**src/common/mf_pkg.sv**
```systemverilog
`default_nettype none
package mf_pkg;
	localparam int ADDR_W = 9;
	localparam int DATA_W = 16;
	localparam int SCR_W = 15;
	localparam int LANES = 4;
	localparam int IDX_LSB = 2;
	localparam int IDX_W = 7;
	localparam logic [6:0] IDX_RESET_MASK = 7'h02;
	localparam logic [6:0] IDX_MF_CTRL = 7'h03;
	localparam logic [6:0] IDX_SCRAMBLE = 7'h05;
	localparam logic [6:0] IDX_MF_LEN = 7'h06;
	localparam logic [6:0] IDX_SUBCLASS = 7'h07;
	localparam logic [6:0] IDX_MAP_A = 7'h31;
	localparam logic [6:0] IDX_MAP_B = 7'h32;
	localparam logic [6:0] IDX_STATUS = 7'h40;
	localparam logic [6:0] IDX_DEEMPH [LANES] = '{7'h13, 7'h12, 7'h14, 7'h15};
	localparam int FORCE_BIT = 7;
	localparam int START_LSB = 2;
	localparam int START_MSB = 6;
	localparam int DELAY_MSB = 1;
	localparam int IGNORE_BIT = 3;
	localparam int SCRAMBLE_BIT = 7;
	localparam int SUBCLASS_BIT = 3;
	localparam int K_MSB = 4;
	localparam int DEEMPH_LSB = 2;
	localparam int DEEMPH_MSB = 7;
	localparam int STAT_FC_LSB = 8;
	localparam int STAT_ST_LSB = 16;
	localparam logic [7:0] RST_MF_CTRL = 8'h00;
	localparam logic RST_IGNORE = 1'b0;
	localparam logic RST_SCRAMBLE = 1'b0;
	localparam logic [4:0] RST_K = 5'h08;
	localparam logic RST_SUBCLASS = 1'b1;
	localparam logic [5:0] RST_DEEMPH = 6'h00;
	localparam logic [7:0] RST_MAP = 8'h00;
	localparam logic [7:0] MAP_DEFAULT = 8'h00;
	localparam logic [7:0] MAP_IDENTITY = 8'hE4;
	localparam logic [4:0] LMFC_RELEASE_COUNT = 5'h1F;
	localparam logic [1:0] ILAS_LAST = 2'h3;
	localparam logic [7:0] K28_5 = 8'hBC;
	localparam logic [1:0] RESP_OKAY = 2'b00;
	localparam logic [1:0] RESP_SLVERR = 2'b10;

	typedef enum logic [2:0] {ST_CGS, ST_WAIT_COUNT, ST_DELAY, ST_ILAS, ST_DATA} link_state_t;

	// Self-synchronous scrambler 1 + x^14 + x^15, MSB first
	function automatic logic [30:0] scramble(input logic [15:0] d, input logic [14:0] s);
		logic [14:0] st;
		logic [15:0] o;
		logic b;
		st = s;
		o = '0;
		b = 1'b0;
		for (int i = 15; i >= 0; i--) begin
			b = d[i] ^ st[14] ^ st[13];
			o[i] = b;
			st = {st[13:0], b};
		end
		return {o, st};
	endfunction
endpackage
`default_nettype wire

```
**src/common/cfg_if.sv**
```systemverilog
`default_nettype none
interface cfg_if;
	import mf_pkg::*;
	logic force_start;
	logic [4:0] start_value;
	logic [1:0] release_delay;
	logic reset_ignore;
	logic scrambler_on;
	logic [4:0] k_minus1;
	logic subclass1;
	logic [4:0] mf_count;
	logic [4:0] frame_count;
	link_state_t link_state;
	modport ctrl (output force_start, start_value, release_delay, reset_ignore, scrambler_on,
		k_minus1, subclass1, input mf_count, frame_count, link_state);
	modport align (input force_start, start_value, release_delay, reset_ignore, scrambler_on,
		k_minus1, subclass1, output mf_count, frame_count, link_state);
endinterface
`default_nettype wire

```
**src/verilog/mf_align_core.sv**
```systemverilog
`default_nettype none
module mf_align_core
	import mf_pkg::*;
(
	input wire logic aclk,
	input wire logic aresetn,
	cfg_if.align cfg,
	input wire logic sysref,
	input wire logic sync_n,
	input wire logic frame_strobe,
	input wire logic [DATA_W-1:0] sample_data,
	output logic [DATA_W-1:0] lane_data,
	output logic k28_5_active,
	output logic ilas_active,
	output logic data_active,
	output logic mf_boundary
);
	logic [4:0] fc_reg;
	logic [4:0] mf_reg;
	logic sysref_d_reg;
	link_state_t state_reg, state_next;
	logic [1:0] wait_reg, wait_next;
	logic [SCR_W-1:0] scr_reg;

	// Counter reset requests
	wire sysref_rise = sysref && !sysref_d_reg;
	wire sysref_take = sysref_rise && cfg.subclass1 && !cfg.reset_ignore;
	wire [4:0] mf_load = cfg.force_start ? cfg.start_value : 5'h00;
	wire mf_wrap = frame_strobe && (fc_reg >= cfg.k_minus1);
	wire [4:0] mf_inc = mf_reg + 5'h01;
	wire hit_release = mf_wrap && (mf_inc == LMFC_RELEASE_COUNT);
	wire [30:0] scr_word = scramble(sample_data, scr_reg);
	wire send_k = (state_next == ST_CGS) || (state_next == ST_WAIT_COUNT);

	assign cfg.mf_count = mf_reg;
	assign cfg.frame_count = fc_reg;
	assign cfg.link_state = state_reg;

	always_ff @(posedge aclk) begin
		if (!aresetn) begin
			fc_reg <= 5'h00;
			mf_reg <= 5'h00;
			sysref_d_reg <= 1'b0;
		end else begin
			sysref_d_reg <= sysref;
			if (sysref_take) begin
				fc_reg <= 5'h00;
				mf_reg <= mf_load;
			end else if (frame_strobe) begin
				fc_reg <= mf_wrap ? 5'h00 : fc_reg + 5'h01;
				if (mf_wrap) begin
					mf_reg <= mf_inc;
				end
			end
		end
	end

	// Link start-up sequence
	always_comb begin
		state_next = state_reg;
		wait_next = wait_reg;
		case (state_reg)
			ST_CGS: begin
				if (sync_n) begin
					state_next = ST_WAIT_COUNT;
				end
			end
			ST_WAIT_COUNT: begin
				if (hit_release) begin
					if (cfg.release_delay == 2'h0) begin
						state_next = ST_ILAS;
						wait_next = ILAS_LAST;
					end else begin
						state_next = ST_DELAY;
						wait_next = cfg.release_delay - 2'h1;
					end
				end
			end
			ST_DELAY: begin
				if (mf_wrap) begin
					if (wait_reg == 2'h0) begin
						state_next = ST_ILAS;
						wait_next = ILAS_LAST;
					end else begin
						wait_next = wait_reg - 2'h1;
					end
				end
			end
			ST_ILAS: begin
				if (mf_wrap) begin
					if (wait_reg == 2'h0) begin
						state_next = ST_DATA;
					end else begin
						wait_next = wait_reg - 2'h1;
					end
				end
			end
			ST_DATA: state_next = ST_DATA;
			default: state_next = ST_CGS;
		endcase
		if (!sync_n) begin
			state_next = ST_CGS;
		end
	end

	always_ff @(posedge aclk) begin
		if (!aresetn) begin
			state_reg <= ST_CGS;
			wait_reg <= 2'h0;
			k28_5_active <= 1'b1;
			ilas_active <= 1'b0;
			data_active <= 1'b0;
			mf_boundary <= 1'b0;
		end else begin
			state_reg <= state_next;
			wait_reg <= wait_next;
			k28_5_active <= send_k;
			ilas_active <= state_next == ST_ILAS;
			data_active <= state_next == ST_DATA;
			mf_boundary <= mf_wrap && !sysref_take;
		end
	end

	// Lane data per frame
	always_ff @(posedge aclk) begin
		if (!aresetn) begin
			lane_data <= {K28_5, K28_5};
			scr_reg <= '0;
		end else if (frame_strobe) begin
			if (send_k) begin
				lane_data <= {K28_5, K28_5};
			end else if ((state_next == ST_DATA) && cfg.scrambler_on) begin
				lane_data <= scr_word[30:15];
				scr_reg <= scr_word[14:0];
			end else begin
				lane_data <= sample_data;
			end
		end
	end
endmodule // mf_align_core
`default_nettype wire

```
**src/verilog/serial_link_multiframe_control.sv**
```systemverilog
`default_nettype none
module serial_link_multiframe_control
	import mf_pkg::*;
(
	input wire logic aclk,
	input wire logic aresetn,
	input wire logic [ADDR_W-1:0] awaddr,
	input wire logic awvalid,
	output logic awready,
	input wire logic [31:0] wdata,
	input wire logic [3:0] wstrb,
	input wire logic wvalid,
	output logic wready,
	output logic [1:0] bresp,
	output logic bvalid,
	input wire logic bready,
	input wire logic [ADDR_W-1:0] araddr,
	input wire logic arvalid,
	output logic arready,
	output logic [31:0] rdata,
	output logic [1:0] rresp,
	output logic rvalid,
	input wire logic rready,
	input wire logic sysref,
	input wire logic sync_n,
	input wire logic frame_strobe,
	input wire logic decimate_by2,
	input wire logic [DATA_W-1:0] sample_data,
	output logic [DATA_W-1:0] lane_data,
	output logic k28_5_active,
	output logic ilas_active,
	output logic data_active,
	output logic mf_boundary,
	output logic scrambler_on,
	output logic subclass1,
	output logic [7:0] chan_a_lane_map,
	output logic [7:0] chan_b_lane_map,
	output logic [LANES*6-1:0] lane_deemphasis_sel
);
	// Address decode shared by read and write
	function automatic logic idx_known(input logic [IDX_W-1:0] idx);
		logic hit;
		hit = (idx == IDX_RESET_MASK) || (idx == IDX_MF_CTRL) || (idx == IDX_SCRAMBLE)
			|| (idx == IDX_MF_LEN) || (idx == IDX_SUBCLASS) || (idx == IDX_MAP_A)
			|| (idx == IDX_MAP_B) || (idx == IDX_STATUS);
		for (int l = 0; l < LANES; l++) begin
			hit = hit || (idx == IDX_DEEMPH[l]);
		end
		return hit;
	endfunction

	// Default routing or four distinct two-bit lane selections
	function automatic logic map_supported(input logic [7:0] m);
		return (m == MAP_DEFAULT) || ((m[1:0] != m[3:2]) && (m[1:0] != m[5:4])
			&& (m[1:0] != m[7:6]) && (m[3:2] != m[5:4]) && (m[3:2] != m[7:6])
			&& (m[5:4] != m[7:6]));
	endfunction

	function automatic logic [7:0] map_applied(input logic [7:0] m, input logic dec);
		return (dec && (m != MAP_DEFAULT)) ? m : MAP_IDENTITY;
	endfunction

	function automatic logic is_thermo(input logic [5:0] x);
		return (x & (x + 6'h01)) == 6'h00;
	endfunction

	cfg_if cfg ();

	logic aw_free_reg;
	logic w_free_reg;
	logic [ADDR_W-1:0] awaddr_reg;
	logic [31:0] wdata_reg;
	logic wstrb0_reg;
	logic [7:0] mf_ctrl_reg;
	logic ignore_reg;
	logic scramble_reg;
	logic [4:0] k_reg;
	logic subclass_reg;
	logic [7:0] map_a_reg;
	logic [7:0] map_b_reg;
	logic [5:0] deemph_reg [LANES];

	// Write path decode
	wire [IDX_W-1:0] w_idx = awaddr_reg[IDX_LSB +: IDX_W];
	wire wr_fire = !aw_free_reg && !w_free_reg && !bvalid;
	wire wr_known = idx_known(w_idx);
	wire wr_en = wr_fire && wr_known && wstrb0_reg;
	wire [7:0] wbyte = wdata_reg[7:0];
	wire wr_mf_ctrl = wr_en && (w_idx == IDX_MF_CTRL);
	wire wr_mask = wr_en && (w_idx == IDX_RESET_MASK);
	wire wr_scramble = wr_en && (w_idx == IDX_SCRAMBLE);
	wire wr_k = wr_en && (w_idx == IDX_MF_LEN);
	wire wr_subclass = wr_en && (w_idx == IDX_SUBCLASS);
	wire wr_map_a = wr_en && (w_idx == IDX_MAP_A) && map_supported(wbyte);
	wire wr_map_b = wr_en && (w_idx == IDX_MAP_B) && map_supported(wbyte);

	// Read path decode
	wire [IDX_W-1:0] r_idx = araddr[IDX_LSB +: IDX_W];
	wire rd_known = idx_known(r_idx);
	wire [31:0] status_word = {13'h0000, cfg.link_state, 3'h0, cfg.frame_count, 3'h0,
		cfg.mf_count};
	wire [31:0] deemph_word = (r_idx == IDX_DEEMPH[0]) ? {24'h0, deemph_reg[0], 2'h0}
		: (r_idx == IDX_DEEMPH[1]) ? {24'h0, deemph_reg[1], 2'h0}
		: (r_idx == IDX_DEEMPH[2]) ? {24'h0, deemph_reg[2], 2'h0}
		: (r_idx == IDX_DEEMPH[3]) ? {24'h0, deemph_reg[3], 2'h0} : 32'h0;
	wire [31:0] rd_word = (r_idx == IDX_MF_CTRL) ? {24'h0, mf_ctrl_reg}
		: (r_idx == IDX_RESET_MASK) ? {28'h0, ignore_reg, 3'h0}
		: (r_idx == IDX_SCRAMBLE) ? {24'h0, scramble_reg, 7'h00}
		: (r_idx == IDX_MF_LEN) ? {27'h0, k_reg}
		: (r_idx == IDX_SUBCLASS) ? {28'h0, subclass_reg, 3'h0}
		: (r_idx == IDX_MAP_A) ? {24'h0, map_a_reg}
		: (r_idx == IDX_MAP_B) ? {24'h0, map_b_reg}
		: (r_idx == IDX_STATUS) ? status_word : deemph_word;

	// Configuration towards the alignment core
	assign cfg.force_start = mf_ctrl_reg[FORCE_BIT];
	assign cfg.start_value = mf_ctrl_reg[START_MSB:START_LSB];
	assign cfg.release_delay = mf_ctrl_reg[DELAY_MSB:0];
	assign cfg.reset_ignore = ignore_reg;
	assign cfg.scrambler_on = scramble_reg;
	assign cfg.k_minus1 = k_reg;
	assign cfg.subclass1 = subclass_reg;

	assign scrambler_on = scramble_reg;
	assign subclass1 = subclass_reg;

	// Write address and data channels
	always_ff @(posedge aclk) begin
		if (!aresetn) begin
			aw_free_reg <= 1'b1;
			awaddr_reg <= '0;
		end else if (awvalid && aw_free_reg) begin
			aw_free_reg <= 1'b0;
			awaddr_reg <= awaddr;
		end else if (bvalid && bready) begin
			aw_free_reg <= 1'b1;
		end
	end

	always_ff @(posedge aclk) begin
		if (!aresetn) begin
			w_free_reg <= 1'b1;
			wdata_reg <= '0;
			wstrb0_reg <= 1'b0;
		end else if (wvalid && w_free_reg) begin
			w_free_reg <= 1'b0;
			wdata_reg <= wdata;
			wstrb0_reg <= wstrb[0];
		end else if (bvalid && bready) begin
			w_free_reg <= 1'b1;
		end
	end

	always_ff @(posedge aclk) begin
		if (!aresetn) begin
			awready <= 1'b1;
			wready <= 1'b1;
		end else begin
			awready <= aw_free_reg ? !awvalid : (bvalid && bready);
			wready <= w_free_reg ? !wvalid : (bvalid && bready);
		end
	end

	// Write response
	always_ff @(posedge aclk) begin
		if (!aresetn) begin
			bvalid <= 1'b0;
			bresp <= RESP_OKAY;
		end else if (wr_fire) begin
			bvalid <= 1'b1;
			bresp <= wr_known ? RESP_OKAY : RESP_SLVERR;
		end else if (bready) begin
			bvalid <= 1'b0;
		end
	end

	// Read channel
	always_ff @(posedge aclk) begin
		if (!aresetn) begin
			arready <= 1'b1;
			rvalid <= 1'b0;
			rdata <= '0;
			rresp <= RESP_OKAY;
		end else if (arvalid && arready) begin
			arready <= 1'b0;
			rvalid <= 1'b1;
			rdata <= rd_known ? rd_word : 32'h0;
			rresp <= rd_known ? RESP_OKAY : RESP_SLVERR;
		end else if (rvalid && rready) begin
			arready <= 1'b1;
			rvalid <= 1'b0;
		end
	end

	// Control registers
	always_ff @(posedge aclk) begin
		if (!aresetn) begin
			mf_ctrl_reg <= RST_MF_CTRL;
			ignore_reg <= RST_IGNORE;
			scramble_reg <= RST_SCRAMBLE;
		end else begin
			if (wr_mf_ctrl) begin
				mf_ctrl_reg <= wbyte;
			end
			if (wr_mask) begin
				ignore_reg <= wbyte[IGNORE_BIT];
			end
			if (wr_scramble) begin
				scramble_reg <= wbyte[SCRAMBLE_BIT];
			end
		end
	end

	always_ff @(posedge aclk) begin
		if (!aresetn) begin
			k_reg <= RST_K;
			subclass_reg <= RST_SUBCLASS;
			map_a_reg <= RST_MAP;
			map_b_reg <= RST_MAP;
		end else begin
			if (wr_k) begin
				k_reg <= wbyte[K_MSB:0];
			end
			if (wr_subclass) begin
				subclass_reg <= wbyte[SUBCLASS_BIT];
			end
			if (wr_map_a) begin
				map_a_reg <= wbyte;
			end
			if (wr_map_b) begin
				map_b_reg <= wbyte;
			end
		end
	end

	// Per-lane de-emphasis selectors
	for (genvar l = 0; l < LANES; l++) begin : g_deemph
		wire wr_lane = wr_en && (w_idx == IDX_DEEMPH[l])
			&& is_thermo(wbyte[DEEMPH_MSB:DEEMPH_LSB]);
		always_ff @(posedge aclk) begin
			if (!aresetn) begin
				deemph_reg[l] <= RST_DEEMPH;
			end else if (wr_lane) begin
				deemph_reg[l] <= wbyte[DEEMPH_MSB:DEEMPH_LSB];
			end
		end
		assign lane_deemphasis_sel[l*6 +: 6] = deemph_reg[l];
	end

	// Stream-to-lane routing
	always_ff @(posedge aclk) begin
		if (!aresetn) begin
			chan_a_lane_map <= MAP_IDENTITY;
			chan_b_lane_map <= MAP_IDENTITY;
		end else begin
			chan_a_lane_map <= map_applied(map_a_reg, decimate_by2);
			chan_b_lane_map <= map_applied(map_b_reg, decimate_by2);
		end
	end

	mf_align_core u_core (
		.aclk(aclk),
		.aresetn(aresetn),
		.cfg(cfg.align),
		.sysref(sysref),
		.sync_n(sync_n),
		.frame_strobe(frame_strobe),
		.sample_data(sample_data),
		.lane_data(lane_data),
		.k28_5_active(k28_5_active),
		.ilas_active(ilas_active),
		.data_active(data_active),
		.mf_boundary(mf_boundary)
	);
endmodule // serial_link_multiframe_control
`default_nettype wire

```
**config.mk**
```make
export PLATFORM = sky130hd
export DESIGN_NAME = serial_link_multiframe_control
export DESIGN_NICKNAME = d
export VERILOG_FILES = /design/src/common/mf_pkg.sv /design/src/common/cfg_if.sv /design/src/verilog/mf_align_core.sv /design/src/verilog/serial_link_multiframe_control.sv
export SDC_FILE = /design/constraint.sdc
export NUM_CORES = 1
export LEC_CHECK = 0
export ABC_CLOCK_PERIOD_IN_PS = 2000
export BUFFER_PORTS_ARGS = -buffer_cell sky130_fd_sc_hd__buf_4
export CAP_MARGIN = 20
export CORE_ASPECT_RATIO = 0.5
export CORE_UTILIZATION = 30
export DETAILED_ROUTE_END_ITERATION = 12
export GPL_TIMING_DRIVEN = 0
export PLACE_DENSITY_LB_ADDON = 0.08
export SYNTH_ARGS = -nofsm -noshare
export SYNTH_HDL_FRONTEND = slang
export SYNTH_SLANG_ARGS = --single-unit
export TNS_END_PERCENT = 30
```
**constraint.sdc**
```tcl
create_clock -name aclk -period 2 [get_ports aclk]
set_input_delay 0.4 -clock aclk [delete_from_list [all_inputs] [get_ports aclk]]
set_output_delay 0.4 -clock aclk [all_outputs]
set_load 0.03 [all_outputs]
```
# ---- Word level (Yosys, flattened, before mapping)
# Memory sizes are Yosys's and may differ from the RTL's.
# Cells that the tools add are included.
dict set report totals {
  wordCells 279
  in_bits 81
  out_inout_bits 103
  ramBits 24
  latch_bits 0
  register_bits 160
  mem_bits_ro 0
  n_memories 1
}
dict set report classes {
  order_cmp 1
  shift 0
  reduce_logical 93
  n_bitwise 39
  addsub 5
  multipliers 0
  div_mod_pow 0
  n_eq_ne 42
  muxes 65
}
# memory depth width read_ports rd_ports_with_merged_regs write_ports line
set mem_list {}
lappend mem_list {deemph_reg 4 6 4 0 4 serial_link_multiframe_control.sv:81} ;# logic [5:0] deemph_reg [LANES];
# op count
set ops {}
lappend ops {{$mux W19} 9}
lappend ops {{$eq A7 B5 Y1 const B} 8}
lappend ops {{$eq A7 B3 Y1 const B} 6}
lappend ops {{$logic_and A1 B1 Y1} 40}
lappend ops {{$mux W16} 2}
lappend ops {{$mux W8} 4}
lappend ops {{$xor A1 B1 Y1} 32}
lappend ops {{$eq A7 B2 Y1 const B} 4}
lappend ops {{$eq A7 B6 Y1 const B} 4}
lappend ops {{$mux W1} 25}
lappend ops {{$mux W5} 5}
lappend ops {{$logic_or A1 B1 Y1} 24}
lappend ops {{$mux W6} 4}
lappend ops {{$mux W3} 6}
lappend ops {{$mux W2} 8}
lappend ops {{$reduce_bool A8 Y1} 2}
lappend ops {{$pmux W3 S5} 1}
lappend ops {{$eq A7 B7 Y1 const B} 2}
lappend ops {{$ne A2 B2 Y1} 6}
lappend ops {{$reduce_bool A2 Y1} 6}
lappend ops {{$add A5 B1 Y5 const B} 2}
lappend ops {{$eq A3 B2 Y1 const B} 3}
lappend ops {{$logic_not A1 Y1} 8}
lappend ops {{$logic_not A8 Y1} 1}
lappend ops {{20 further kinds} 33}

# ---- Longest topological paths before layout
# Gate-level depths: netlist of the first run.
dict set report logic_depth {
  ltp_word 20
  depth_mapped 10
}

# ---- Cells and area by module
# A second synthesis of the first run with hierarchy kept.
dict set report unflattened {
  cells_unflattened 922
  hier_area_um2 8326.7
}
# mod seq_area_each_um2 cells_per_inst n_inst area_per_inst_um2
set by_module_without_submodules {}
lappend by_module_without_submodules {serial_link_multiframe_control 2502.4 593 1 5507.8}
lappend by_module_without_submodules {mf_align_core 1021.0 329 1 2819.0}

# ---- Worst setup path before layout of the first run
# Ideal clock, no wire load.
dict set report synth_path {
  kind {flip-flop to flip-flop}
  startpoint {register bvalid}
  endpoint {memory deemph_reg[3][0] (enable)}
  t_required_ns 1.681
  setup_slack_ns -0.287
  path_buffers 1
  path_stages_with_launch 8
  period_less_slack_ns 2.287
  arrival_ns 1.967
  path_cell_list {dfxtp_1 > or3_1 > buf_2 > nor3_1 > nand3b_1 > nor4_2 > nand3_1 > nand2_1}
}
# element line
set synth_lines {}
lappend synth_lines {{start, declared} serial_link_multiframe_control.sv:15} ;# output logic bvalid,
lappend synth_lines {{start signal, assigned} serial_link_multiframe_control.sv:167} ;# bvalid <= 1'b0;
lappend synth_lines {{start signal, assigned} serial_link_multiframe_control.sv:170} ;# bvalid <= 1'b1;
lappend synth_lines {{start signal, assigned} serial_link_multiframe_control.sv:173} ;# bvalid <= 1'b0;
lappend synth_lines {{end, declared} serial_link_multiframe_control.sv:81}

# ---- Worst setup path after layout of the first run
dict set report layout_path {
  startpoint {register u_core.mf_reg[1], in the netlist u_core.cfg.mf_count[1]}
  endpoint {register u_core.lane_data[11]}
}
dict set report layout_between {
  elab_chain_cells 10
  word_cells_on_any_way 13
  classes_between {1 x add/sub; 3 x eq/ne; 5 x mux; 4 x reduce/logical}
}
# element line
set layout_rtl {}
lappend layout_rtl {{start, declared} mf_align_core.sv:19} ;# logic [4:0] mf_reg;
lappend layout_rtl {{start signal, assigned} mf_align_core.sv:48} ;# mf_reg <= mf_load;
lappend layout_rtl {{start signal, assigned} mf_align_core.sv:52} ;# mf_reg <= mf_inc;
lappend layout_rtl {{$add A5 B1 Y5 (*)} mf_align_core.sv:30} ;# wire [4:0] mf_inc = mf_reg + 5'h01;
lappend layout_rtl {{$eq A5 B5 Y1 (*)} mf_align_core.sv:31} ;# wire hit_release = mf_wrap && (mf_inc == LMFC_RELEASE_COUNT);
lappend layout_rtl {{$logic_and A1 B1 Y1 (*)} mf_align_core.sv:31}
lappend layout_rtl {{$mux W3 (*)} mf_align_core.sv:69} ;# if (hit_release) begin
lappend layout_rtl {{$pmux W3 S5 (*)} mf_align_core.sv:62} ;# case (state_reg)
lappend layout_rtl {{$mux W3 (*)} mf_align_core.sv:101} ;# if (!sync_n) begin
lappend layout_rtl {{$eq A3 B3 Y1} mf_align_core.sv:132} ;# end else if ((state_next == ST_DATA) && cfg.scrambler_on) begin
lappend layout_rtl {{$logic_and A1 B1 Y1} mf_align_core.sv:132}
lappend layout_rtl {{$mux W16} mf_align_core.sv:132}
lappend layout_rtl {{$mux W16 (*)} mf_align_core.sv:130} ;# if (send_k) begin
lappend layout_rtl {{end signal, assigned} mf_align_core.sv:131} ;# lane_data <= {K28_5, K28_5};
lappend layout_rtl {{end signal, assigned} mf_align_core.sv:133} ;# lane_data <= scr_word[30:15];
lappend layout_rtl {{end signal, assigned} mf_align_core.sv:136} ;# lane_data <= sample_data;
lappend layout_rtl {{end, declared} mf_align_core.sv:12} ;# output logic [DATA_W-1:0] lane_data,
# Every way passes the cells marked *; elsewhere a longest branch is shown, timed or not.
# A chain may end at the register's enable or synchronous reset.

==> results.rst, run 1 <==
.. list-table::
   :header-rows: 1

   * - Metric
     - Value
   * - Total leakage power
     - 4.38 nW
   * - Flip-flop and latch count after synthesis
     - about 160
   * - Vias post-DR
     - 6,999
   * - Total global routing overflow
     - 0
   * - Maximum root-to-sink buffer count
     - 2
   * - Synthesis warning total
     - 0
   * - DP HPWL
     - between 15,000 and 20,000 um
   * - Vert. Die Dim
     - around 120 um
   * - Total detailed-routing wirelength
     - 26,500 um
   * - Nature of the critical path startpoint
     - flip-flop
   * - Post-synth ARST share
     - 0
   * - Final Hold Violating Endpoints
     - 0
   * - GRT Resource Usage Total
     - 0.199
   * - Port Buffers
     - between 100 and 150
   * - Number of instances in the placed design
     - approximately 1,400
   * - Final critical-path share of the clock period
     - 1.03
   * - Mux cell area share after synthesis
     - 0.0666
   * - Largest fanout on the critical path
     - 7
   * - Buffer type at the clock tree root
     - sky130_fd_sc_hd__clkbuf_16
   * - First-pass detailed-route iteration total
     - 7
   * - Highest Clock Rate
     - a little under 0.5 GHz
   * - Number of antenna diodes
     - 0
   * - Cell Count, Final, Fillers Out
     - approximately 1,400
   * - Share of cells above drive strength 1
     - 0.325
   * - Number of sinks on the clock net
     - about 160
   * - Failing checks
     - negative setup slack
   * - Nature of the critical path endpoint
     - flip-flop
   * - Most common cell after layout, fill and taps aside
     - sky130_fd_sc_hd__buf_4
   * - Share of the synthesized area in compound gates (AO/OA/AOI/OAI)
     - 0.153
   * - Std-Cell Rows
     - between 40 and 50
   * - DRC marker count from the first detailed-route iteration
     - between 400 and 500
   * - Required time at the endpoint of the critical path
     - between 2 and 2.5 ns
   * - Largest family of logic cells by synthesized area
     - simple AND/OR/NAND/NOR gates
   * - Worst Max-Slew Pin Slew
     - slightly below 0.8 ns
   * - Gpl congestion
     - around 0.91
   * - Overall die width
     - approximately 230 um
   * - CP Class
     - reg2reg
   * - Top-area cell type share of the netlist area
     - 0.355
   * - Post-Syn Area
     - between 0.007 and 0.008 mm2
   * - Top_reg_cell synth
     - sky130_fd_sc_hd__dfxtp_1
   * - Worst setup slack after layout
     - -0.0611 ns
   * - Worst relative slew slack
     - 0.473
   * - Mean Syn Cell Area
     - 9.19 um2
   * - Simple-Gate Fraction of Synth Area
     - 0.197
   * - DR vias/cell
     - just under 5
   * - Commonest cells after routing, fill and taps aside
     - sky130_fd_sc_hd__buf_4, sky130_fd_sc_hd__dfxtp_1, sky130_fd_sc_hd__nand2_1
   * - Leading post-synthesis cells by cell area
     - sky130_fd_sc_hd__dfxtp_1, sky130_fd_sc_hd__edfxtp_1, sky130_fd_sc_hd__mux2i_1, sky130_fd_sc_hd__nand2_1, sky130_fd_sc_hd__nor2_1
   * - Largest net degree at the start of global routing
     - 17
   * - Total power density per cell area
     - between 600 and 700 mW/mm2
   * - Via count of the first global-routing pass
     - around 6,800
   * - Area share of xor/xnor cells in the synthesized design
     - 0.0566
   * - Post-layout min period
     - around 2.1 ns
   * - Starting density of the core
     - 0.309
   * - Endpoints failing setup
     - 47
   * - Final-report max-slew violation count
     - 0
   * - Flip-flop count of the largest register, all copies and words added
     - 24
   * - Area of the core region
     - roughly 0.025 mm2
   * - # H-tree levels
     - 4
   * - Worst Skew
     - ~0.015 ns
   * - RSZ-0062 raised after global routing
     - true
   * - Number of enable flip-flop cells after synthesis
     - 24
   * - Post-DR wirelength/cell
     - approximately 19 um
   * - Clock tree from TritonCTS
     - yes
   * - Layout overhead on the synthesized area
     - 37.9%
   * - Peak VDD IR
     - just under 0.6 mV
   * - Clock edge transition at the registers on the reported setup and hold paths
     - ~0.070 ns
   * - # IOs
     - around 180
   * - CP arrival
     - between 2 and 2.5 ns
   * - Worst setup slack for register-to-register paths
     - -0.06 ns
   * - Final hold slack
     - 0.172 ns
   * - Cell taking the most area after synthesis
     - sky130_fd_sc_hd__dfxtp_1
   * - Post-synthesis adder-cell area fraction
     - 0.0159
   * - Max_cap viols
     - 0
   * - Synthesized instance count
     - roughly 860
   * - Number of distinct standard cells referenced by the synthesized netlist
     - 84
   * - Wire length of the first global-routing pass
     - between 30,000 and 40,000 um
   * - Final #Nets
     - approximately 1,200
   * - Result of the run
     - complete, but fails checks
   * - Antenna violation net count after detailed routing
     - 0
   * - Post-route DRC
     - 0
   * - Part of the Yosys area used for sequential elements
     - 0.447
   * - Tightest Hold Check Type
     - in2reg
   * - Die area
     - around 0.027 mm2
   * - Number of antenna violations at the first check in global routing
     - 0
   * - Count of filler cells inserted in the layout
     - roughly 2,500
   * - Clock latency on the worst-skew pair
     - approximately 0.45 ns
   * - Number of buffers inserted during clock tree synthesis
     - 17
==> through the flow <==
stage / instance area, um2 / power [mW] / TNS (ns) / util / setup WS, ns
floorplan: 8030 / 4.00 / -3.88 / - / -0.115
global placement: 9460 / 4.29 / -59.91 / 0.371 / -1.05
detailed placement: 9460 / 4.30 / -60.83 / 0.371 / -1.02
CTS: 10600 / 7.63 / -3.32 / 0.414 / -0.119
global route: 10900 / 7.89 / -8.25 / 0.427 / -0.160
finish: 10900 / 7.58 / -1.06 / 0.427 / -0.0611
==> kinds of logic (layout without fill, tap and decap cells) <==
kind of cell,count (synthesis),count (layout)
buffers and inverters,93,293
AOI/OAI and AO/OA,173,173
muxes,52,52
adders and majority gates,10,10
DFF,164,164
xor gates and xnor gates,51,51
other,1,18
and+or+nand+nor,314,314
==> layout make-up <==
class                           count  area, um2  share of cell area
Buffer                             55        382              0.0351
Clock buffer                       19        464              0.0427
Clock inverter                     13        120              0.0110
Inverter                           34        130              0.0120
Multi-Input combinational cell    618       4410               0.406
Sequential cell                   164       3560               0.327
Tap cell                          344        430              0.0396
Timing Repair Buffer              172       1380               0.127
==> path summary, 6_finish.rpt <==
path	to	start	cells past startpoint
max reg2reg	u_core.lane_data[11]	u_core.cfg.mf_count[1]	9
max	u_core.lane_data[11]	u_core.cfg.mf_count[1]	9
min	u_core.sysref_d_reg	sysref	2
min reg2reg	rdata[16]	rdata[16]	2
==> critical path, cell delays in order (launching register included) <==
cell and delay, ns:
sky130_fd_sc_hd__dfxtp_4 0.37, sky130_fd_sc_hd__ha_4 0.17, sky130_fd_sc_hd__nand4b_1 0.18, sky130_fd_sc_hd__a21oi_2 0.24
sky130_fd_sc_hd__nor2_2 0.08, sky130_fd_sc_hd__o31ai_4 0.30, sky130_fd_sc_hd__nand4bb_4 0.16, sky130_fd_sc_hd__buf_12 0.17
sky130_fd_sc_hd__buf_8 0.13, sky130_fd_sc_hd__a2bb2oi_2 0.12
==> routing by layer <==
layer  global-route usage  vias up  part of all wire
met5                    0        -                 0
met4               0.0574        0             0.013
met3               0.0488       33             0.059
met2                0.306      192              0.44
met1                0.277     3358              0.49
li1                     -     3416                 -
==> power by group <==
part / internal (mW) / switching, mW / leakage [nW]
combinational: 0.311 / 0.515 / 2.70
sequential: 3.39 / 0.0536 / 1.39
clock: 1.83 / 1.47 / 0.283
total: 5.54 / 2.04 / 4.38
==> cell usage after synthesis, drive strengths merged (3+ instances only) <==
library cell / instances
nand2b: 16
or3: 3
nand2: 109
o31ai: 3
a22oi: 12
and2: 12
nor3b: 3
nor4b: 3
nor2b: 5
o21ai: 22
nor4: 8
ha: 10
clkbuf: 22
mux2: 4
xnor2: 28
nand3: 23
edfxtp: 24
a21o: 5
o22ai: 5
buf: 35
a21oi: 56
and3b: 3
a222oi: 4
a2bb2oi: 10
nor3: 9
o32ai: 10
o21a: 5
a211oi: 6
xor2: 23
mux2i: 48
nand3b: 4
o211ai: 5
nand4: 9
a221oi: 3
a31oi: 5
dfxtp: 140
o221ai: 7
and3: 15
nor2: 83
inv: 33
==> timing repair <==
action	4_1_cts	5_1_grt
setup buffers	25	11
pin swaps	15	24
gates resized for setup	66	59
endpoints found under the setup margin	135	118
gates cloned	2	0
hold buffers	0	0
Note: power is estimated with default switching activity, not from simulation.
==> run 2: changes to the inputs <==
--- a/config.mk
+++ b/config.mk
@@ -10,9 +10,11 @@
 export CAP_MARGIN = 20
 export CORE_ASPECT_RATIO = 0.5
 export CORE_UTILIZATION = 30
+export CTS_CLUSTER_SIZE = 28
 export DETAILED_ROUTE_END_ITERATION = 12
 export GPL_TIMING_DRIVEN = 0
 export PLACE_DENSITY_LB_ADDON = 0.08
+export SKIP_CTS_REPAIR_TIMING = 1
 export SYNTH_ARGS = -nofsm -noshare
 export SYNTH_HDL_FRONTEND = slang
 export SYNTH_SLANG_ARGS = --single-unit
==> results.rst, run 2 (synthesized netlist as in run 1, its figures left out) <==
.. list-table::
   :header-rows: 1

   * - Metric
     - Value
   * - Nature of the critical path startpoint
     - flip-flop
   * - Worst Skew
     - 0.0124 ns (-0.00252 ns)
   * - Number of sinks on the clock net
     - 164 (unchanged)
   * - Die area
     - 0.0270 mm2 (unchanged)
   * - Number of antenna violations at the first check in global routing
     - 0 (unchanged)
   * - Worst relative slew slack
     - 0.466 (-0.00687)
   * - Largest net degree at the start of global routing
     - 17 (unchanged)
   * - Total power density per cell area
     - 706 mW/mm2 (+1.4%)
   * - Final-report max-slew violation count
     - 0 (unchanged)
   * - # IOs
     - 184 (unchanged)
   * - Total leakage power
     - 4.30 nW (-1.9%)
   * - Required time at the endpoint of the critical path
     - 2.31 ns (about the same)
   * - Peak VDD IR
     - 0.610 mV (+2.5%)
   * - Total detailed-routing wirelength
     - 26,600 um (+0.20%)
   * - Vias post-DR
     - 6,907 (-1.3%)
   * - Layout overhead on the synthesized area
     - 36.3%
   * - Final hold slack
     - 0.165 ns (-0.00678 ns)
   * - First-pass detailed-route iteration total
     - 5 (-2)
   * - Post-DR wirelength/cell
     - 18.9 um (+1.1%)
   * - Vert. Die Dim
     - 117 um (unchanged)
   * - Worst path max stage delay
     - 0.36 ns (about the same)
   * - Final Hold Violating Endpoints
     - 0 (unchanged)
   * - Largest fanout on the critical path
     - 7 (unchanged)
   * - Clock tree from TritonCTS
     - yes
   * - Summed negative setup slack over all endpoints
     - -1.36 ns (-0.305 ns)
   * - Port Buffers
     - 134 (unchanged)
   * - Std-Cell Rows
     - 41 (unchanged)
   * - Overall die width
     - 231 um (unchanged)
   * - Critical Path Slowest Stage Cell
     - sky130_fd_sc_hd__dfxtp_2
   * - Nature of the critical path endpoint
     - flip-flop
   * - Number of antenna diodes
     - 0 (unchanged)
   * - Via count of the first global-routing pass
     - 6,595 (-2.3%)
   * - Share of cells above drive strength 1
     - 0.311 (-0.0133)
   * - Storage cell area
     - 0.00356 mm2 (-0.11%)
   * - Gpl congestion
     - 0.913 (unchanged)
   * - Tightest Hold Check Type
     - in2reg
   * - Worst Max-Slew Pin Slew
     - 0.793 ns (+0.0102 ns)
   * - Placed cell area
     - 0.00946 mm2 (unchanged)
   * - DP HPWL
     - 19,600 um (unchanged)
   * - Highest Clock Rate
     - 0.470 GHz (-3.0%)
   * - Buffer type at the clock tree root
     - sky130_fd_sc_hd__clkbuf_16
   * - Worst setup slack after layout
     - -0.126 ns (-0.0645 ns)
   * - Area of the core region
     - 0.0255 mm2 (unchanged)
   * - Utilization after layout
     - 0.422 (-0.00505)
   * - Failing checks
     - negative setup slack
   * - RSZ-0062 raised after global routing
     - true
   * - Footprint of the multi-input gates
     - 0.00438 mm2 (-0.74%)
   * - Worst setup slack for register-to-register paths
     - -0.13 ns (-0.06 ns)
   * - Clock edge transition at the registers on the reported setup and hold paths
     - 0.07 ns (about the same)
   * - Post-route DRC
     - 0 (unchanged)
   * - CP arrival
     - 2.43 ns (+0.06 ns)
   * - Maximum root-to-sink buffer count
     - 2 (unchanged)
   * - Endpoints failing setup
     - 27 (-43%)
   * - Final #Nets
     - 1,141 (-1.0%)
   * - Total global routing overflow
     - 0 (unchanged)
   * - Final critical-path share of the clock period
     - 1.06 (+0.0322)
   * - DRC marker count from the first detailed-route iteration
     - 401 (-11%)
   * - Most common cell after layout, fill and taps aside
     - sky130_fd_sc_hd__buf_4
   * - # H-tree levels
     - 4 (unchanged)
   * - Commonest cells after routing, fill and taps aside
     - sky130_fd_sc_hd__buf_4, sky130_fd_sc_hd__dfxtp_1, sky130_fd_sc_hd__nand2_1
   * - DR vias/cell
     - 4.91 (-0.47%)
   * - GRT Resource Usage Total
     - 0.194 (-0.00516)
   * - Wire length of the first global-routing pass
     - 38,700 um (-2.7%)
   * - Final cell area excluding filler cells
     - 0.0108 mm2 (-1.2%)
   * - Flip-flop count of the largest register, all copies and words added
     - 24 (unchanged)
   * - Post-layout min period
     - 2.13 ns (+0.0645 ns)
   * - Result of the run
     - complete, but fails checks
   * - Antenna violation net count after detailed routing
     - 0 (unchanged)
   * - Cell Chain, Critical Path
     - ha_2, nand4b_1, a21oi_2, nor2_1, o31ai_2, nand4bb_1, buf_6, clkbuf_16, a2bb2oi_2
   * - Total power after layout
     - 7.59 mW (+0.19%)
   * - Max_cap viols
     - 0 (unchanged)
   * - Count of filler cells inserted in the layout
     - 2,520 (+0.28%)
   * - Number of buffers inserted during clock tree synthesis
     - 17 (unchanged)
   * - CP Class
     - reg2reg
   * - Starting density of the core
     - 0.309 (unchanged)
   * - Clock latency on the worst-skew pair
     - 0.46 ns (about the same)
## run 2: cell count changes in the layout (fill, tap and decap cells not counted), moves of 3 or more
cell / before / now
sky130_fd_sc_hd__buf_4: 179 / 171
sky130_fd_sc_hd__inv_1: 25 / 28
sky130_fd_sc_hd__buf_6: 17 / 13
sky130_fd_sc_hd__inv_2: 7 / 4
sky130_fd_sc_hd__nor2_1: 77 / 80
## run 2: worst paths after layout
path                                              from                  end  cells after the start
worst max-delay path            u_core.cfg.mf_count[0]  u_core.lane_data[4]                      9
worst min-delay path                            sysref  u_core.sysref_d_reg                      2
worst max register to register  u_core.cfg.mf_count[0]  u_core.lane_data[4]                      9
worst min register to register               rdata[16]            rdata[16]                      2
## run 2: worst max-delay path, delay by kind of cell (launching register included)
family / cells / cell delay [ns]
buffers and inverters: 2 / 0.33
DFF: 1 / 0.36
adders and majority gates: 1 / 0.22
AOI/OAI and AO/OA: 3 / 0.61
and+or+nand+nor: 3 / 0.44
## run 2: cell type report
type                            count  area share
Inverter                           34      0.0121
Multi-Input combinational cell    618       0.407
Tap cell                          344      0.0400
Sequential cell                   164       0.331
Buffer                             56      0.0370
Timing Repair Buffer              159       0.118
Clock inverter                     13      0.0112
Clock buffer                       19      0.0432
## run 2: where the power goes
part / internal (mW) / total [mW] / switching [mW]
logic: 0.310 / 0.824 / 0.514
registers: 3.39 / 3.45 / 0.0544
clock network: 1.83 / 3.32 / 1.49
## run 2: metrics by stage
| step | std cells | setup WS, ns |
|---|---|---|
| after floorplan | 875 | -0.115 |
| after global placement | 1353 | -1.05 |
| after detailed placement | 1353 | -1.02 |
| after CTS | 1385 | -0.685 |
| after global routing | 1407 | -0.183 |
| final | 1407 | -0.126 |
## run 2: metal layers
metal / GRT usage / vias to the layer above / share of wire
met1: 0.269 / 3321 / 0.50
li1: - / 3388 / -
met2: 0.294 / 170 / 0.44
met5: 0 / - / 0
met4: 0.0565 / 0 / 0.013
met3: 0.0518 / 28 / 0.051
==> run 3: changes to the inputs <==
--- a/config.mk
+++ b/config.mk
@@ -5,6 +5,7 @@
 export SDC_FILE = /design/constraint.sdc
 export NUM_CORES = 1
 export LEC_CHECK = 0
+export ABC_AREA = 1
 export ABC_CLOCK_PERIOD_IN_PS = 2000
 export BUFFER_PORTS_ARGS = -buffer_cell sky130_fd_sc_hd__buf_4
 export CAP_MARGIN = 20
==> results.rst, run 3 <==
.. list-table::
   :header-rows: 1

   * - Metric
     - Value
   * - Max_cap viols
     - 0 (unchanged)
   * - GRT Resource Usage Total
     - 0.196 (+0.00192)
   * - Number of buffers inserted during clock tree synthesis
     - 17 (unchanged)
   * - Number of sinks on the clock net
     - 164 (unchanged)
   * - CP Class
     - reg2reg
   * - Flip-flop count of the largest register, all copies and words added
     - 24 (unchanged)
   * - Flip-flop and latch count after synthesis
     - 164 (unchanged)
   * - Vert. Die Dim
     - 116 um (-0.18%)
   * - DRC marker count from the first detailed-route iteration
     - 508 (+27%)
   * - Result of the run
     - complete, but fails checks
   * - Post-Syn Area
     - 0.00786 mm2 (-0.36%)
   * - Worst reg2reg path startpoint
     - awaddr_reg[6]
   * - # IOs
     - 184 (unchanged)
   * - Utilization after layout
     - 0.416 (-0.00584)
   * - Top_reg_cell synth
     - sky130_fd_sc_hd__dfxtp_1
   * - DR vias/cell
     - 4.66 (-5.0%)
   * - Area of the core region
     - 0.0254 mm2 (-0.20%)
   * - RSZ-0062 raised after global routing
     - true
   * - Synthesis warning total
     - 0 (unchanged)
   * - Total global routing overflow
     - 0 (unchanged)
   * - Largest fanout on the critical path
     - 8 (+1)
   * - Vias post-DR
     - 7,514 (+8.8%)
   * - Storage cell area
     - 0.00354 mm2 (-0.35%)
   * - Antenna violation net count after detailed routing
     - 0 (unchanged)
   * - DP HPWL
     - 19,900 um (+1.5%)
   * - Largest net degree at the start of global routing
     - 17 (unchanged)
   * - Final #Nets
     - 1,348 (+18%)
   * - Nature of the critical path endpoint
     - flip-flop
   * - Final critical-path share of the clock period
     - 1.05 (-0.0161)
   * - Top-area cell type share of the netlist area
     - 0.357 (+0.00130)
   * - Leading post-synthesis cells by cell area
     - sky130_fd_sc_hd__dfxtp_1, sky130_fd_sc_hd__nand2_1, sky130_fd_sc_hd__edfxtp_1, sky130_fd_sc_hd__nor2_1, sky130_fd_sc_hd__inv_1
   * - Clock latency on the worst-skew pair
     - 0.45 ns (about the same)
   * - Overall die width
     - 231 um (-0.18%)
   * - Total power density per cell area
     - 711 mW/mm2 (+0.65%)
   * - Tightest Hold Check Type
     - in2reg
   * - Clock tree from TritonCTS
     - yes
   * - Summed negative setup slack over all endpoints
     - -2.73 ns (-1.37 ns)
   * - Most frequent cell after synthesis
     - sky130_fd_sc_hd__nand2_1
   * - Total detailed-routing wirelength
     - 26,200 um (-1.7%)
   * - Placed cell area
     - 0.00935 mm2 (-1.2%)
   * - Endpoints failing setup
     - 60 (+120%)
   * - Footprint of the multi-input gates
     - 0.00405 mm2 (-7.7%)
   * - Number of antenna diodes
     - 0 (unchanged)
   * - Via count of the first global-routing pass
     - 6,983 (+5.9%)
   * - Number of antenna violations at the first check in global routing
     - 0 (unchanged)
   * - Wire length on met1
     - 13,200 um (+0.30%)
   * - Routed wire length on met2
     - 11,400 um (-2.4%)
   * - Post-layout min period
     - 2.09 ns (-0.0321 ns)
   * - Part of the Yosys area used for sequential elements
     - 0.448 (+0.00164)
   * - Peak VDD IR
     - 0.479 mV (-22%)
   * - Worst setup slack after layout
     - -0.0934 ns (+0.0321 ns)
   * - Layout overhead on the synthesized area
     - 34.6%
   * - Worst Max-Slew Pin Slew
     - 0.827 ns (+0.0339 ns)
   * - Wire length of the first global-routing pass
     - 39,500 um (+2.2%)
   * - Required time at the endpoint of the critical path
     - 2.13 ns (-0.18 ns)
   * - Final Hold Violating Endpoints
     - 0 (unchanged)
   * - Die area
     - 0.0269 mm2 (-0.36%)
   * - Std-Cell Rows
     - 41 (unchanged)
   * - Startpoint of the lowest-slack hold path
     - sysref
   * - Buffer type at the clock tree root
     - sky130_fd_sc_hd__clkbuf_16
   * - Worst Setup SP
     - awaddr_reg[6]
   * - Total leakage power
     - 4.43 nW (+3.2%)
   * - Final-report max-slew violation count
     - 0 (unchanged)
   * - Gpl congestion
     - 0.850 (-6.9%)
   * - Nature of the critical path startpoint
     - flip-flop
   * - Count of filler cells inserted in the layout
     - 2,599 (+3.1%)
   * - First-pass detailed-route iteration total
     - 5 (unchanged)
   * - Starting density of the core
     - 0.309 (-0.000507)
   * - Worst relative slew slack
     - 0.449 (-0.0177)
   * - Failing checks
     - negative setup slack
   * - Clock edge transition at the registers on the reported setup and hold paths
     - 0.07 ns (about the same)
   * - # H-tree levels
     - 4 (unchanged)
   * - Worst Skew
     - 0.0110 ns (-0.00137 ns)
   * - Topmost layer with routed signal wires
     - met4
   * - Number of enable flip-flop cells after synthesis
     - 24 (unchanged)
   * - Synthesized instance count
     - 1,069 (+25%)
   * - Number of distinct standard cells referenced by the synthesized netlist
     - 41 (-51%)
   * - Commonest cells after routing, fill and taps aside
     - sky130_fd_sc_hd__nand2_1, sky130_fd_sc_hd__buf_4, sky130_fd_sc_hd__nor2_1
   * - Port Buffers
     - 133 (-0.75%)
   * - Maximum root-to-sink buffer count
     - 2 (unchanged)
   * - CP arrival
     - 2.22 ns (-0.21 ns)
   * - Final cell area excluding filler cells
     - 0.0106 mm2 (-1.6%)
   * - Post-route DRC
     - 0 (unchanged)
   * - Leading post-synthesis cells by instance count
     - sky130_fd_sc_hd__nand2_1, sky130_fd_sc_hd__nor2_1, sky130_fd_sc_hd__dfxtp_1
   * - Post-synth ARST share
     - 0 (unchanged)
   * - Length of routed met3 wiring
     - 1180 um (-13%)
   * - Highest Clock Rate
     - 0.478 GHz (+1.5%)
   * - Most common cell after layout, fill and taps aside
     - sky130_fd_sc_hd__nand2_1
   * - Share of cells above drive strength 1
     - 0.257 (-0.0543)
   * - Post-DR wirelength/cell
     - 16.2 um (-14%)
   * - Cell taking the most area after synthesis
     - sky130_fd_sc_hd__dfxtp_1
   * - Mean Syn Cell Area
     - 7.35 um2 (-20%)
## run 3: cell types whose count changed in the layout (fill, tap and decap cells not counted), sizes merged, moves of 11 or more
cell,previous run,this run
a21oi,56,67
a22oi,12,1
and2,12,0
and3,15,1
inv,37,117
mux2i,48,0
nand2,109,236
nand2b,16,0
nand3,23,53
nand4,9,21
nor2,83,168
nor3,9,31
o21ai,22,56
## run 3: cell families after synthesis
kind of cell	count (synthesis)	share of synthesized area
compound gates	155	0.108
xor+xnor	35	0.0390
fa+ha+maj	10	0.0159
buf+inv	174	0.0939
flops	164	0.448
other cells	1	0.000477
simple gates	530	0.294
## run 3: cell type report
class / count / share of cell area
timing repair buffer: 152 / 0.114
tap: 344 / 0.0407
clock inverter: 10 / 0.0105
multi-input combinational: 749 / 0.382
sequential: 164 / 0.335
buffer: 53 / 0.0318
inverter: 120 / 0.0435
clock buffer: 20 / 0.0422
## run 3: stage by stage
step	hold slack, ns	std cells	setup slack, ns	power [mW]
global placement	0.459	1563	-0.621	4.30
finish	0.155	1612	-0.0934	7.52
global route	0.146	1612	-0.209	7.81
CTS	0.143	1593	-0.518	7.52
detailed placement	0.458	1563	-0.624	4.30
floorplan	0.428	1086	0.0635	4.00
## run 3: power by group
| group | internal, mW | switching [mW] | total (mW) |
|---|---|---|---|
| clock network | 1.85 | 1.37 | 3.21 |
| logic | 0.287 | 0.555 | 0.842 |
| registers | 3.41 | 0.0586 | 3.47 |
## run 3: metal layers
metal	vias to the layer above	global-route usage
met5	-	0
met4	0	0.0570
met3	22	0.0413
met2	160	0.303
met1	3508	0.275
li1	3824	-
## run 3: critical path, cell delays in order (launching register included)
cell and delay (ns):
sky130_fd_sc_hd__dfxtp_2 0.36, sky130_fd_sc_hd__nor2_1 0.23, sky130_fd_sc_hd__nand2_2 0.14, sky130_fd_sc_hd__nor3_2 0.17
sky130_fd_sc_hd__nor3_1 0.09, sky130_fd_sc_hd__nand3_2 0.14, sky130_fd_sc_hd__nand3_4 0.18, sky130_fd_sc_hd__nor2_8 0.23
sky130_fd_sc_hd__nand2_1 0.08, sky130_fd_sc_hd__nand2_2 0.15
## run 3: path summary, 6_finish.rpt
kind | to | slack, ns | cells after the start
max | deemph_reg[0][2] | -0.09 | 9
min | u_core.sysref_d_reg | 0.16 | 3
max reg2reg | deemph_reg[0][2] | -0.09 | 9
min reg2reg | rdata[6] | 0.47 | 2
